### config.mk
export PLATFORM = sky130hd
export DESIGN_NAME = encoder_position_scaling
export DESIGN_NICKNAME = d
export VERILOG_FILES = /design/src/position_skid_buffer.v /design/src/long_divider.v /design/src/encoder_position_scaling.v
export VERILOG_INCLUDE_DIRS = /design/src
export SDC_FILE = /design/constraint.sdc
export NUM_CORES = 2
export LEC_CHECK = 0
export BUFFER_PORTS_ARGS = -buffer_cell sky130_fd_sc_hd__buf_2
export CORE_MARGIN = 10
export CORE_UTILIZATION = 29
export CTS_BUF_LIST = sky130_fd_sc_hd__clkbuf_4
export DETAILED_ROUTE_END_ITERATION = 7
export PLACE_DENSITY = 0.4
export SYNTH_ARGS = -nofsm -noshare
export SYNTH_HDL_FRONTEND = slang
export SYNTH_SLANG_ARGS = --single-unit
### constraint.sdc
create_clock -name clk -period 18.8 [get_ports clk]
set_input_delay 0 -clock clk [delete_from_list [all_inputs] [get_ports clk]]
set_output_delay 0 -clock clk [all_outputs]
set_load 0.01 [all_outputs]
### src/encoder_position_defines.vh
// object indices, field positions, reset values and capability defaults
// assumes inclusion by every design file of the position block
`ifndef ENCODER_POSITION_DEFINES_VH
`define ENCODER_POSITION_DEFINES_VH

////////////////////////////////////////////////////////////////////////////
// object indices
`define IDX_STORE 16'h1010
`define IDX_RESTORE 16'h1011
`define IDX_OP_PARAM 16'h6000
`define IDX_UNITS_REV 16'h6001
`define IDX_TOTAL_RANGE 16'h6002
`define IDX_PRESET 16'h6003
`define IDX_POSITION 16'h6004
`define IDX_OP_STATE 16'h6500
`define IDX_MAX_STEPS 16'h6501
`define IDX_MAX_TURNS 16'h6502
`define IDX_VERSION 16'h6507
`define IDX_OFFSET 16'h6509

////////////////////////////////////////////////////////////////////////////
// operating parameter word fields
`define OP_DIR_BIT 0
`define OP_DIAG_BIT 1
`define OP_SCALE_BIT 2
`define OP_MEASDIR_BIT 3
`define OP_RESET 16'h0004

////////////////////////////////////////////////////////////////////////////
// signatures for store and restore
`define SIG_STORE 32'h65766173
`define SIG_RESTORE 32'h64616f6c

////////////////////////////////////////////////////////////////////////////
// capability of this variant (nameplate values, plain defaults)
`define MAX_STEPS 32'h00002000
`define MAX_TURNS 32'h00001000
`define FULL_RANGE 32'h02000000
`define UNITS_REV_RESET 32'h00002000
`define TOTAL_RANGE_RESET 32'h02000000
`define PRESET_RESET 32'h00000000

////////////////////////////////////////////////////////////////////////////
// version word: software bytes are arbitrary, profile is 3.2
`define SW_MAJOR 8'h01
`define SW_MINOR 8'h00
`define PROFILE_MAJOR 8'h03
`define PROFILE_MINOR 8'h02

////////////////////////////////////////////////////////////////////////////
// divider length in cycles
`define DIV_STEPS 7'h40

`endif

### src/position_skid_buffer.v
// two-entry buffer between the position pipeline and the process data side
// assumes one clock, synchronous active-low reset
`include "encoder_position_defines.vh"

module position_skid_buffer (
    input wire clk,
    input wire nrst,
    input wire in_valid,
    output reg in_ready_r,
    input wire [31:0] in_data,
    output reg out_valid_r,
    input wire out_ready,
    output reg [31:0] out_data_r
);

reg [31:0] spare_r;
reg spare_valid_r;
reg [31:0] spare_nxt;
reg spare_valid_nxt;
reg [31:0] out_data_nxt;
reg out_valid_nxt;
wire push;
wire pop;

assign push = in_valid & in_ready_r;
assign pop = out_valid_r & out_ready;

////////////////////////////////////////////////////////////////////////////
// head register feeds the port, spare catches the word taken during a stall
always @* begin
    out_data_nxt = out_data_r;
    out_valid_nxt = out_valid_r;
    spare_nxt = spare_r;
    spare_valid_nxt = spare_valid_r;
    if (pop) begin
        if (spare_valid_r) begin
            out_data_nxt = spare_r;
            spare_valid_nxt = 1'b0;
        end else if (push) begin
            out_data_nxt = in_data;
        end else begin
            out_valid_nxt = 1'b0;
        end
    end else if (push) begin
        if (!out_valid_r) begin
            out_data_nxt = in_data;
            out_valid_nxt = 1'b1;
        end else begin
            spare_nxt = in_data;
            spare_valid_nxt = 1'b1;
        end
    end
end

always @(posedge clk) begin
    if (!nrst) begin
        out_data_r <= 32'h00000000;
        out_valid_r <= 1'b0;
        spare_r <= 32'h00000000;
        spare_valid_r <= 1'b0;
        in_ready_r <= 1'b1;
    end else begin
        out_data_r <= out_data_nxt;
        out_valid_r <= out_valid_nxt;
        spare_r <= spare_nxt;
        spare_valid_r <= spare_valid_nxt;
        in_ready_r <= !spare_valid_nxt;
    end
end

endmodule

### src/long_divider.v
// sequential 64 by 32 restoring divider, one quotient bit per cycle
// assumes a nonzero divisor and a quotient that fits in 32 bits
`include "encoder_position_defines.vh"

module long_divider (
    input wire clk,
    input wire nrst,
    input wire start,
    input wire [63:0] dividend,
    input wire [31:0] divisor,
    output reg done_r,
    output wire [31:0] quotient,
    output wire [31:0] remainder
);

reg [63:0] quo_r;
reg [32:0] rem_r;
reg [31:0] dsr_r;
reg [6:0] cnt_r;
reg busy_r;
wire [32:0] shifted;
wire take;

assign shifted = {rem_r[31:0], quo_r[63]};
assign take = shifted >= {1'b0, dsr_r};
assign quotient = quo_r[31:0];
assign remainder = rem_r[31:0];

always @(posedge clk) begin
    if (!nrst) begin
        quo_r <= 64'h0000000000000000;
        rem_r <= 33'h000000000;
        dsr_r <= 32'h00000000;
        cnt_r <= 7'h00;
        busy_r <= 1'b0;
        done_r <= 1'b0;
    end else begin
        done_r <= 1'b0;
        if (start) begin
            quo_r <= dividend;
            rem_r <= 33'h000000000;
            dsr_r <= divisor;
            cnt_r <= `DIV_STEPS;
            busy_r <= 1'b1;
        end else if (busy_r) begin
            rem_r <= take ? shifted - {1'b0, dsr_r} : shifted;
            quo_r <= {quo_r[62:0], take};
            cnt_r <= cnt_r - 7'h01;
            if (cnt_r == 7'h01) begin
                busy_r <= 1'b0;
                done_r <= 1'b1;
            end
        end
    end
end

endmodule

### src/encoder_position_scaling.v
// parameter objects and position value of an absolute rotary encoder
// assumes the raw count is below steps times turns and synchronous to clk;
// the object port is single-cycle request, answer one cycle later
//
// Summary of operation
// - bit 0 selects clockwise or counterclockwise counting
// - bit 2 set disables scaling, clear enables
// - bits 15..12, 11..4, 3, 1 do nothing
// - scaling uses units per turn and range
// - preset write makes present position equal preset
// - offset equals physical minus shown, refreshed by preset
// - position value read-only and streamed as process data
// - parameters persist only after a store request
// - version word: software bytes, profile 03h 02h
// - steps and turns capability words are fixed
// - status word mirrors parameters, reset 4h
// - store signature saves all application parameters
// - restore signature reloads factory values and saves
`include "encoder_position_defines.vh"

module encoder_position_scaling (
    input wire clk,
    input wire nrst,
    input wire [31:0] raw_count,
    input wire obj_req,
    input wire obj_we,
    input wire [15:0] obj_index,
    input wire [31:0] obj_wdata,
    output reg obj_ack_r,
    output reg obj_err_r,
    output reg [31:0] obj_rdata_r,
    output wire pos_valid,
    input wire pos_ready,
    output wire [31:0] pos_data,
    output reg store_req_r,
    output reg restore_done_r
);

localparam S_IDLE = 3'h0;
localparam S_DIV1 = 3'h1;
localparam S_DIV2 = 3'h2;
localparam S_FIX = 3'h3;
localparam S_PUSH = 3'h4;

reg [15:0] op_param_r;
reg [31:0] units_rev_r;
reg [31:0] total_range_r;
reg [31:0] preset_r;
reg [31:0] position_r;
reg [31:0] offset_r;
reg preset_pend_r;
reg [2:0] state_r;
reg div_start_r;
reg [63:0] div_dvd_r;
reg [31:0] div_dsr_r;
reg [31:0] phys_r;
reg [31:0] range_used_r;
reg [31:0] rd_val;
reg rd_ok;

wire div_done;
wire [31:0] div_quo;
wire [31:0] div_rem;
wire buf_ready;
wire scale_on;
wire [31:0] eff_units;
wire [31:0] eff_range;
wire [31:0] dir_count;
wire [63:0] product;
wire [31:0] shown;
wire wr;
wire rd;
wire wr_preset;
wire do_restore;
wire fix_clear;

////////////////////////////////////////////////////////////////////////////
// effective scaling parameters
// table polarity taken: a set bit turns scaling off, so reset 4h is native
assign scale_on = !op_param_r[`OP_SCALE_BIT];
// only bits 0 and 2 are ever looked at; the rest is stored, never decoded
assign eff_units = scale_on ? units_rev_r : `MAX_STEPS;
// a zero range would leave the divider a meaningless remainder, fall back to native
assign eff_range = (scale_on && total_range_r != 32'h00000000) ?
    total_range_r : `FULL_RANGE;
// counterclockwise mirrors the count inside the native range
assign dir_count = op_param_r[`OP_DIR_BIT] ?
    (`FULL_RANGE - 32'h00000001 - raw_count) : raw_count;
assign product = dir_count * eff_units;

// shown = physical minus offset, wrapped into the range
assign shown = (phys_r >= offset_r) ? (phys_r - offset_r) :
    (phys_r + range_used_r - offset_r);

////////////////////////////////////////////////////////////////////////////
// object access decode
assign wr = obj_req & obj_we;
assign rd = obj_req & !obj_we;
assign wr_preset = wr && obj_index == `IDX_PRESET;
assign do_restore = wr && obj_index == `IDX_RESTORE &&
    obj_wdata == `SIG_RESTORE;
assign fix_clear = (state_r == S_FIX) && preset_pend_r;

always @* begin
    rd_val = 32'h00000000;
    rd_ok = 1'b1;
    case (obj_index)
        `IDX_STORE: rd_val = `SIG_STORE;
        `IDX_RESTORE: rd_val = `SIG_RESTORE;
        `IDX_OP_PARAM: rd_val = {16'h0000, op_param_r};
        `IDX_UNITS_REV: rd_val = units_rev_r;
        `IDX_TOTAL_RANGE: rd_val = total_range_r;
        `IDX_PRESET: rd_val = preset_r;
        `IDX_POSITION: rd_val = position_r;
        `IDX_OP_STATE: rd_val = {16'h0000, op_param_r};
        `IDX_MAX_STEPS: rd_val = `MAX_STEPS;
        `IDX_MAX_TURNS: rd_val = `MAX_TURNS;
        `IDX_VERSION: rd_val = {`SW_MAJOR, `SW_MINOR,
            `PROFILE_MAJOR, `PROFILE_MINOR};
        `IDX_OFFSET: rd_val = offset_r;
        default: rd_ok = 1'b0;
    endcase
end

////////////////////////////////////////////////////////////////////////////
// parameter objects
// no value here survives power loss; the store pulse hands them to nvm
// reset reloads factory values, so an unsaved preset is simply gone
always @(posedge clk) begin
    if (!nrst) begin
        op_param_r <= `OP_RESET;
        units_rev_r <= `UNITS_REV_RESET;
        total_range_r <= `TOTAL_RANGE_RESET;
        preset_r <= `PRESET_RESET;
        preset_pend_r <= 1'b0;
        obj_ack_r <= 1'b0;
        obj_err_r <= 1'b0;
        obj_rdata_r <= 32'h00000000;
        store_req_r <= 1'b0;
        restore_done_r <= 1'b0;
    end else begin
        obj_ack_r <= 1'b0;
        obj_err_r <= 1'b0;
        store_req_r <= 1'b0;
        restore_done_r <= 1'b0;
        // a new preset in the same cycle as the pipeline takes the old
        // one keeps the flag set
        if (fix_clear && !wr_preset)
            preset_pend_r <= 1'b0;
        if (rd) begin
            obj_ack_r <= rd_ok;
            obj_err_r <= !rd_ok;
            obj_rdata_r <= rd_val;
        end
        if (wr) begin
            obj_ack_r <= 1'b1;
            case (obj_index)
                `IDX_OP_PARAM: op_param_r <= obj_wdata[15:0];
                `IDX_UNITS_REV: units_rev_r <= obj_wdata;
                `IDX_TOTAL_RANGE: total_range_r <= obj_wdata;
                `IDX_PRESET: begin
                    preset_r <= obj_wdata;
                    preset_pend_r <= 1'b1;
                end
                `IDX_STORE: begin
                    if (obj_wdata == `SIG_STORE)
                        store_req_r <= 1'b1;
                    else
                        obj_err_r <= 1'b1;
                end
                `IDX_RESTORE: begin
                    if (obj_wdata == `SIG_RESTORE) begin
                        op_param_r <= `OP_RESET;
                        units_rev_r <= `UNITS_REV_RESET;
                        total_range_r <= `TOTAL_RANGE_RESET;
                        preset_r <= `PRESET_RESET;
                        preset_pend_r <= 1'b0;
                        store_req_r <= 1'b1;
                        restore_done_r <= 1'b1;
                    end else begin
                        obj_err_r <= 1'b1;
                    end
                end
                default: obj_err_r <= 1'b1;
            endcase
            // unknown and read-only writes answer with ack and err together
        end
    end
end

////////////////////////////////////////////////////////////////////////////
// position pipeline: count*units/steps, then modulo range, then offset
// changing scale or range while a preset stands leaves the old offset
// in place; reapply the preset afterwards
always @(posedge clk) begin
    if (!nrst) begin
        state_r <= S_IDLE;
        div_start_r <= 1'b0;
        div_dvd_r <= 64'h0000000000000000;
        div_dsr_r <= 32'h00000001;
        phys_r <= 32'h00000000;
        range_used_r <= `FULL_RANGE;
        offset_r <= 32'h00000000;
        position_r <= 32'h00000000;
    end else begin
        div_start_r <= 1'b0;
        case (state_r)
            S_IDLE: begin
                div_dvd_r <= product;
                div_dsr_r <= `MAX_STEPS;
                range_used_r <= eff_range;
                div_start_r <= 1'b1;
                state_r <= S_DIV1;
            end
            S_DIV1: begin
                if (div_done) begin
                    div_dvd_r <= {32'h00000000, div_quo};
                    div_dsr_r <= range_used_r;
                    div_start_r <= 1'b1;
                    state_r <= S_DIV2;
                end
            end
            S_DIV2: begin
                if (div_done) begin
                    phys_r <= div_rem;
                    state_r <= S_FIX;
                end
            end
            S_FIX: begin
                // the preset is assumed to lie inside the range
                if (preset_pend_r)
                    offset_r <= (phys_r >= preset_r) ? (phys_r - preset_r) :
                        (phys_r + range_used_r - preset_r);
                state_r <= S_PUSH;
            end
            S_PUSH: begin
                // a full buffer holds the pipeline here, no sample lost
                if (buf_ready) begin
                    position_r <= shown;
                    state_r <= S_IDLE;
                end
            end
            default: state_r <= S_IDLE;
        endcase
        if (do_restore)
            offset_r <= 32'h00000000;
    end
end

long_divider u_div (
    .clk(clk),
    .nrst(nrst),
    .start(div_start_r),
    .dividend(div_dvd_r),
    .divisor(div_dsr_r),
    .done_r(div_done),
    .quotient(div_quo),
    .remainder(div_rem)
);

////////////////////////////////////////////////////////////////////////////
// process data path
position_skid_buffer u_buf (
    .clk(clk),
    .nrst(nrst),
    .in_valid(state_r == S_PUSH),
    .in_ready_r(buf_ready),
    .in_data(shown),
    .out_valid_r(pos_valid),
    .out_ready(pos_ready),
    .out_data_r(pos_data)
);

endmodule

# Yosys cells after proc, flatten, opt, wreduce, memory -nomap -nowiden
# Cells that the tools add are included.
# Widths: inputs -> output; s select.
[op_classes] n_addsub=8 mul=1 order_cmp=3 eq_ne=26 n_mux=60 bitwise_logic=7 reduce_logical=41
[ops] op="$mux 32" n=15
[ops] op="$pmux 32 s11" n=1
[ops] op="$pmux 32 s2" n=4
[ops] op="$mux 64" n=3
[ops] op="$eq 16x15->1 const B" n=10
[ops] op="$sub 32x32->32" n=5
[ops] op="$pmux 64 s2" n=1
[ops] op="$eq 32x31->1 const B" n=2
[ops] op="$ge 32x32->1" n=2
[ops] op="$mul 32x32->64" n=1
[ops] op="$ge 33x32->1" n=1
[ops] op="$add 32x32->32" n=1
[ops] op="$eq 16x13->1 const B" n=2
[ops] op="$pmux 16 s2" n=1
[ops] op="$reduce_bool 32->1" n=1
[ops] op="$sub 25x32->32 const A" n=1
[ops] op="$reduce_and 3->1" n=9
[ops] op="$mux 1" n=24
[ops] op="$mux 16" n=1
[ops] op="$reduce_bool 2->1" n=8
[ops] op="$pmux 3 s5" n=1
[ops] op="$mux 7" n=2
[ops] op="$reduce_or 12->1" n=1
[ops] op="$reduce_and 2->1" n=5
[ops] op="18 further kinds" n=44
[totals] register_bits=581 in_bits=85 word_cells=176

# Depth between registers and ports, before layout
[logic_depth] depth_word=8 ltp_mapped=34 ltp_nobuf=31

# Modules after synthesis
# A second synthesis with hierarchy kept.
[unflattened] hier_cells=8092 area_unflattened_um2=67150.7
[by_module_without_submodules] mod="encoder_position_scaling" n_inst=1 cells_per_inst=6784 area_per_inst_um2=56056.3 seq_area_each_um2=7547.2
[by_module_without_submodules] mod="long_divider" n_inst=1 cells_per_inst=1002 area_per_inst_um2=8185.4 seq_area_each_um2=2742.6
[by_module_without_submodules] mod="position_skid_buffer" n_inst=1 cells_per_inst=306 area_per_inst_um2=2909.0 seq_area_each_um2=1341.3

# Worst setup path after synthesis
# No wires, ideal clock.
[synth_timing] path_type="register -> register" from="reg op_param_r[0]" to="reg div_dvd_r[43]" setup_ns=0.119 arrival_ns=8.439 t_required_ns=18.681 path_slack_ns=10.242 path_stages_with_launch=29 path_cell_list="dfxtp_1 > clkbuf_1 > clkbuf_1 > buf_1 > xnor2_1 > clkbuf_1 > nor2_1 > fa_1 > fa_1 > inv_1 > fa_1 > fa_1 > fa_1 > inv_1 > fa_1 > fa_1 > fa_1 > ha_1 > buf_6 > a21o_1 > a21o_1 > or4_4 > a2111o_1 > and3_4 > a211oi_2 > or3_1 > a31o_1 > xor2_1 > o21ai_1"
[synth_via] elab_chain_len=3
[synth_lines] element="start, declared" line_no="encoder_position_scaling.v:45" rtl="reg [15:0] op_param_r;"
[synth_lines] element="start signal, assigned" line_no="encoder_position_scaling.v:131" rtl="op_param_r <= `OP_RESET;"
[synth_lines] element="start signal, assigned" line_no="encoder_position_scaling.v:158" rtl="`IDX_OP_PARAM: op_param_r <= obj_wdata[15:0];"
[synth_lines] element="start signal, assigned" line_no="encoder_position_scaling.v:173" rtl="op_param_r <= `OP_RESET;"
[synth_lines] element="$mux 32" line_no="encoder_position_scaling.v:87" rtl="assign dir_count = op_param_r[`OP_DIR_BIT] ?"
[synth_lines] element="$mul 32x32->64" line_no="encoder_position_scaling.v:89" rtl="assign product = dir_count * eff_units;"
[synth_lines] element="$pmux 64 s2" line_no="encoder_position_scaling.v:207" rtl="case (state_r)"
[synth_lines] element="end signal, assigned" line_no="encoder_position_scaling.v:209" rtl="div_dvd_r <= product;"
[synth_lines] element="end signal, assigned" line_no="encoder_position_scaling.v:217" rtl="div_dvd_r <= {32'h00000000, div_quo};"
[synth_lines] element="end, declared" line_no="encoder_position_scaling.v:54" rtl="reg [63:0] div_dvd_r;"
# No other way between the ends.
# A chain may end at the register's enable or synchronous reset.

# Worst setup path in the final report
[layout_timing] from="reg op_param_r[0]" to="reg div_dvd_r[60]"
# Same word-level chain as after synthesis.

==> metrics <==
Die Height between 400 and 500 um; largest buffer count on any clock path 3; WL/cell between 20 and 25 um; Yosys reg bits a little under 600; CTS tree yes; Slew HR approximately 2.9%; critical path required time 19.76 ns; nets roughly 9,500; H-tree depth 4; fmax 94.0 MHz; CP endpoint kind flip-flop; sequential area share after synthesis around 18%; area of the mapped netlist approximately 66,000 um2; ratio of final minimum period to clock period 56.6%; Setup Buffers After CTS 0; Final Hold Fails 0; global route overflow 0; Initial Util a little under 30%; Critical Path Source Type flip-flop; Die Width roughly 500 um; post-route DRC violation count 0; Cell Pwr Density a little over 40 nW/um2; pin count of the biggest net entering global routing 80; actual slew at the worst max-slew pin between 1 and 1.5 ns; Final Skew roughly 0.12 ns; detailed placer's ending HPWL around 210 mm; area leader, netlist fa_1; Netlist cell types 109; core outline area around 230,000 um2; # fillers roughly 24,000; share of cells above drive strength 1 about 9.1%; total wire length 270 mm; 1st-pass router iterations 6; Hold WS approximately 0.21 ns; post-DR vias/cell approximately 5.1; Routed Antenna Nets 0; Critical Path AT 11.60 ns; max-slew violation count 0; top-area cell type share of the netlist area between 20% and 30%; MaxCap Viol Count 0; GRT Total Usage between 20% and 30%; first-pass GRT wire length 398 mm; Root Driver clkbuf_4; initial antenna violation count 10; Leak Pwr around 33 nW; # port buffers around 150; VDD IR max 0.0538 mV; vias in the first global route ~59,000; Post-synth ARST share 0%; Main synth FF type dfxtp_1; multi-input combinational cell area between 40,000 and 50,000 um2; gpl congestion between 0.9 and 1; CTS sink cnt just under 600; I/O Pins 154; worst-path fanout max 32; Final Setup Violations 0; minimum clock period between 10 and 15 ns; site row count 175; status finished clean; Post-synth EDFFs 0; count leader, synth nor2_1; Num CTS Buffers roughly 170; Avg Cell Area, Syn a little over 8 um2; Area Growth Syn to Fin 11.8%; Vias 57,800; unrepaired setup endpoints after global routing no; die area 248,000 um2; Area contributors post-synth fa_1 (27%), dfxtp_1 (18%), ha_1 (8.6%); Hold Path Class input port to flip-flop; initial DRC count 4,246; synthesis warning total 0; Worst-Skew Late Latency 1.17 ns; post-synthesis cell count 7,965; final setup TNS 0 ns; Setup CP Type flip-flop to flip-flop; FF+latch area 11,600 um2; CTS clk-pin slew, worst paths 0.07 ns; most frequent cells after synthesis nor2_1 (1,120), inv_1 (1,013), fa_1 (902); syn_nets 9,407
==> through the flow <==
stage	util, %	setup WS, ns	total power [mW]	std cells	cell area, um2
6_report	32.6	8.16	3.04	11200	73900
5_1_grt	32.6	7.50	3.20	11200	73900
4_1_cts	32.6	8.01	3.09	11200	73900
3_5_place_dp	31.1	8.15	1.78	10800	70600
3_3_place_gp	31.1	8.41	1.78	10800	70600
2_1_floorplan	-	10.24	1.61	7965	66100
==> registers in the layout (all words and copies together), names as in the netlist, 3 cells and up <==
name / cells
offset_r: 32
u_buf.out_data_r: 32
total_range_r: 32
phys_r: 32
range_used_r: 32
units_rev_r: 32
op_param_r: 16
preset_r: 32
u_buf.spare_r: 32
u_div.dsr_r: 32
state_r: 3
div_dsr_r: 32
obj_rdata_r: 32
position_r: 32
div_dvd_r: 64
u_div.rem_r: 32
u_div.cnt_r: 7
u_div.quo_r: 64
==> cell families after synthesis <==
| kind of cell | Yosys count | share of synthesized area (%) |
|---|---|---|
| and+or+nand+nor | 2578 | 16.8 |
| AOI/OAI and AO/OA | 1525 | 14.8 |
| buffers and inverters | 1480 | 8.57 |
| adders and majority gates | 1357 | 35.9 |
| DFF | 581 | 17.6 |
| xor gates and xnor gates | 276 | 3.68 |
| muxes | 168 | 2.58 |
==> worst max-delay path, stage by stage, from the launching register on <==
cell and delay, ns:
dfxtp_4 0.40, buf_4 0.66, buf_4 0.66, xor2_1 1.17, nand2_1 0.19, fa_1 0.54, fa_1 0.55, inv_1 0.05
fa_1 0.48, fa_1 0.50, fa_1 0.62, fa_1 0.46, fa_1 0.52, inv_1 0.06, fa_1 0.47, inv_1 0.04
ha_1 0.43, nand2_1 0.18, nor4_2 0.43, nand3_1 0.16, a211oi_1 0.65, o21ai_1 0.21, a2111oi_0 0.52, o21ai_0 0.15
a32o_1 0.27
==> routing by layer <==
metal | global-route usage [%] | part of all wire (%) | up-vias
li1 | - | - | 26500
met3 | 3.20 | 5.7 | 340
met4 | 6.91 | 3.5 | 0
met2 | 32.3 | 43 | 1784
met1 | 30.6 | 48 | 29200
met5 | 0 | 0 | -
==> cells in the final DEF (no fill, tap or decap), types with 45 or more instances in the layout <==
master,n
nand4_1,110
a211oi_1,106
xnor2_1,145
nand3_1,112
clkbuf_4,233
a21o_1,88
buf_4,163
fa_1,902
nor2b_1,45
mux2i_1,146
nor3_1,58
a21oi_1,548
dfxtp_1,577
nand2_1,869
nand2b_1,58
o21ai_0,261
xor2_1,94
ha_1,455
dlygate4sd3_1,117
inv_1,1012
buf_2,152
nor2_1,1112
a22oi_1,71
==> final cells by class <==
class,count,share of cell area (%)
multi-input cells,5904,66.8
flip-flops and latches,581,15.7
inverters,1013,5.15
well taps,3009,5.09
repair buffers,433,4.29
clock buffers,233,2.37
clock inverters,56,0.557
diodes,7,0.0237
==> final timing paths <==
| kind | start | endpoint | slack [ns] | cells past startpoint |
|---|---|---|---|---|
| worst max-delay path | op_param_r[0]$_SDFFE_PN0P_ | div_dvd_r[60]$_SDFFE_PN0P_ | 8.16 | 24 |
| worst min-delay path | obj_index[3] | obj_rdata_r[13]$_SDFFE_PN0P_ | 0.21 | 5 |
| worst max register to register | op_param_r[0]$_SDFFE_PN0P_ | div_dvd_r[60]$_SDFFE_PN0P_ | 8.16 | 24 |
| worst min register to register | u_buf.out_data_r[20]$_SDFFE_PN0P_ | u_buf.out_data_r[20]$_SDFFE_PN0P_ | 0.45 | 2 |
==> repair_timing <==
item | 4_1_cts | 5_1_grt
setup endpoints to repair | 0 | 0
hold buffers | 118 | 0
hold endpoints to repair | 326 | 0
gates resized for setup | 0 | 0
==> where the power goes <==
group / internal [mW] / total, mW / switching, mW
registers: 1.25 / 1.28 / 0.0231
clock network: 0.655 / 1.27 / 0.614
logic: 0.176 / 0.501 / 0.325
(Power assumes the default switching activity.)
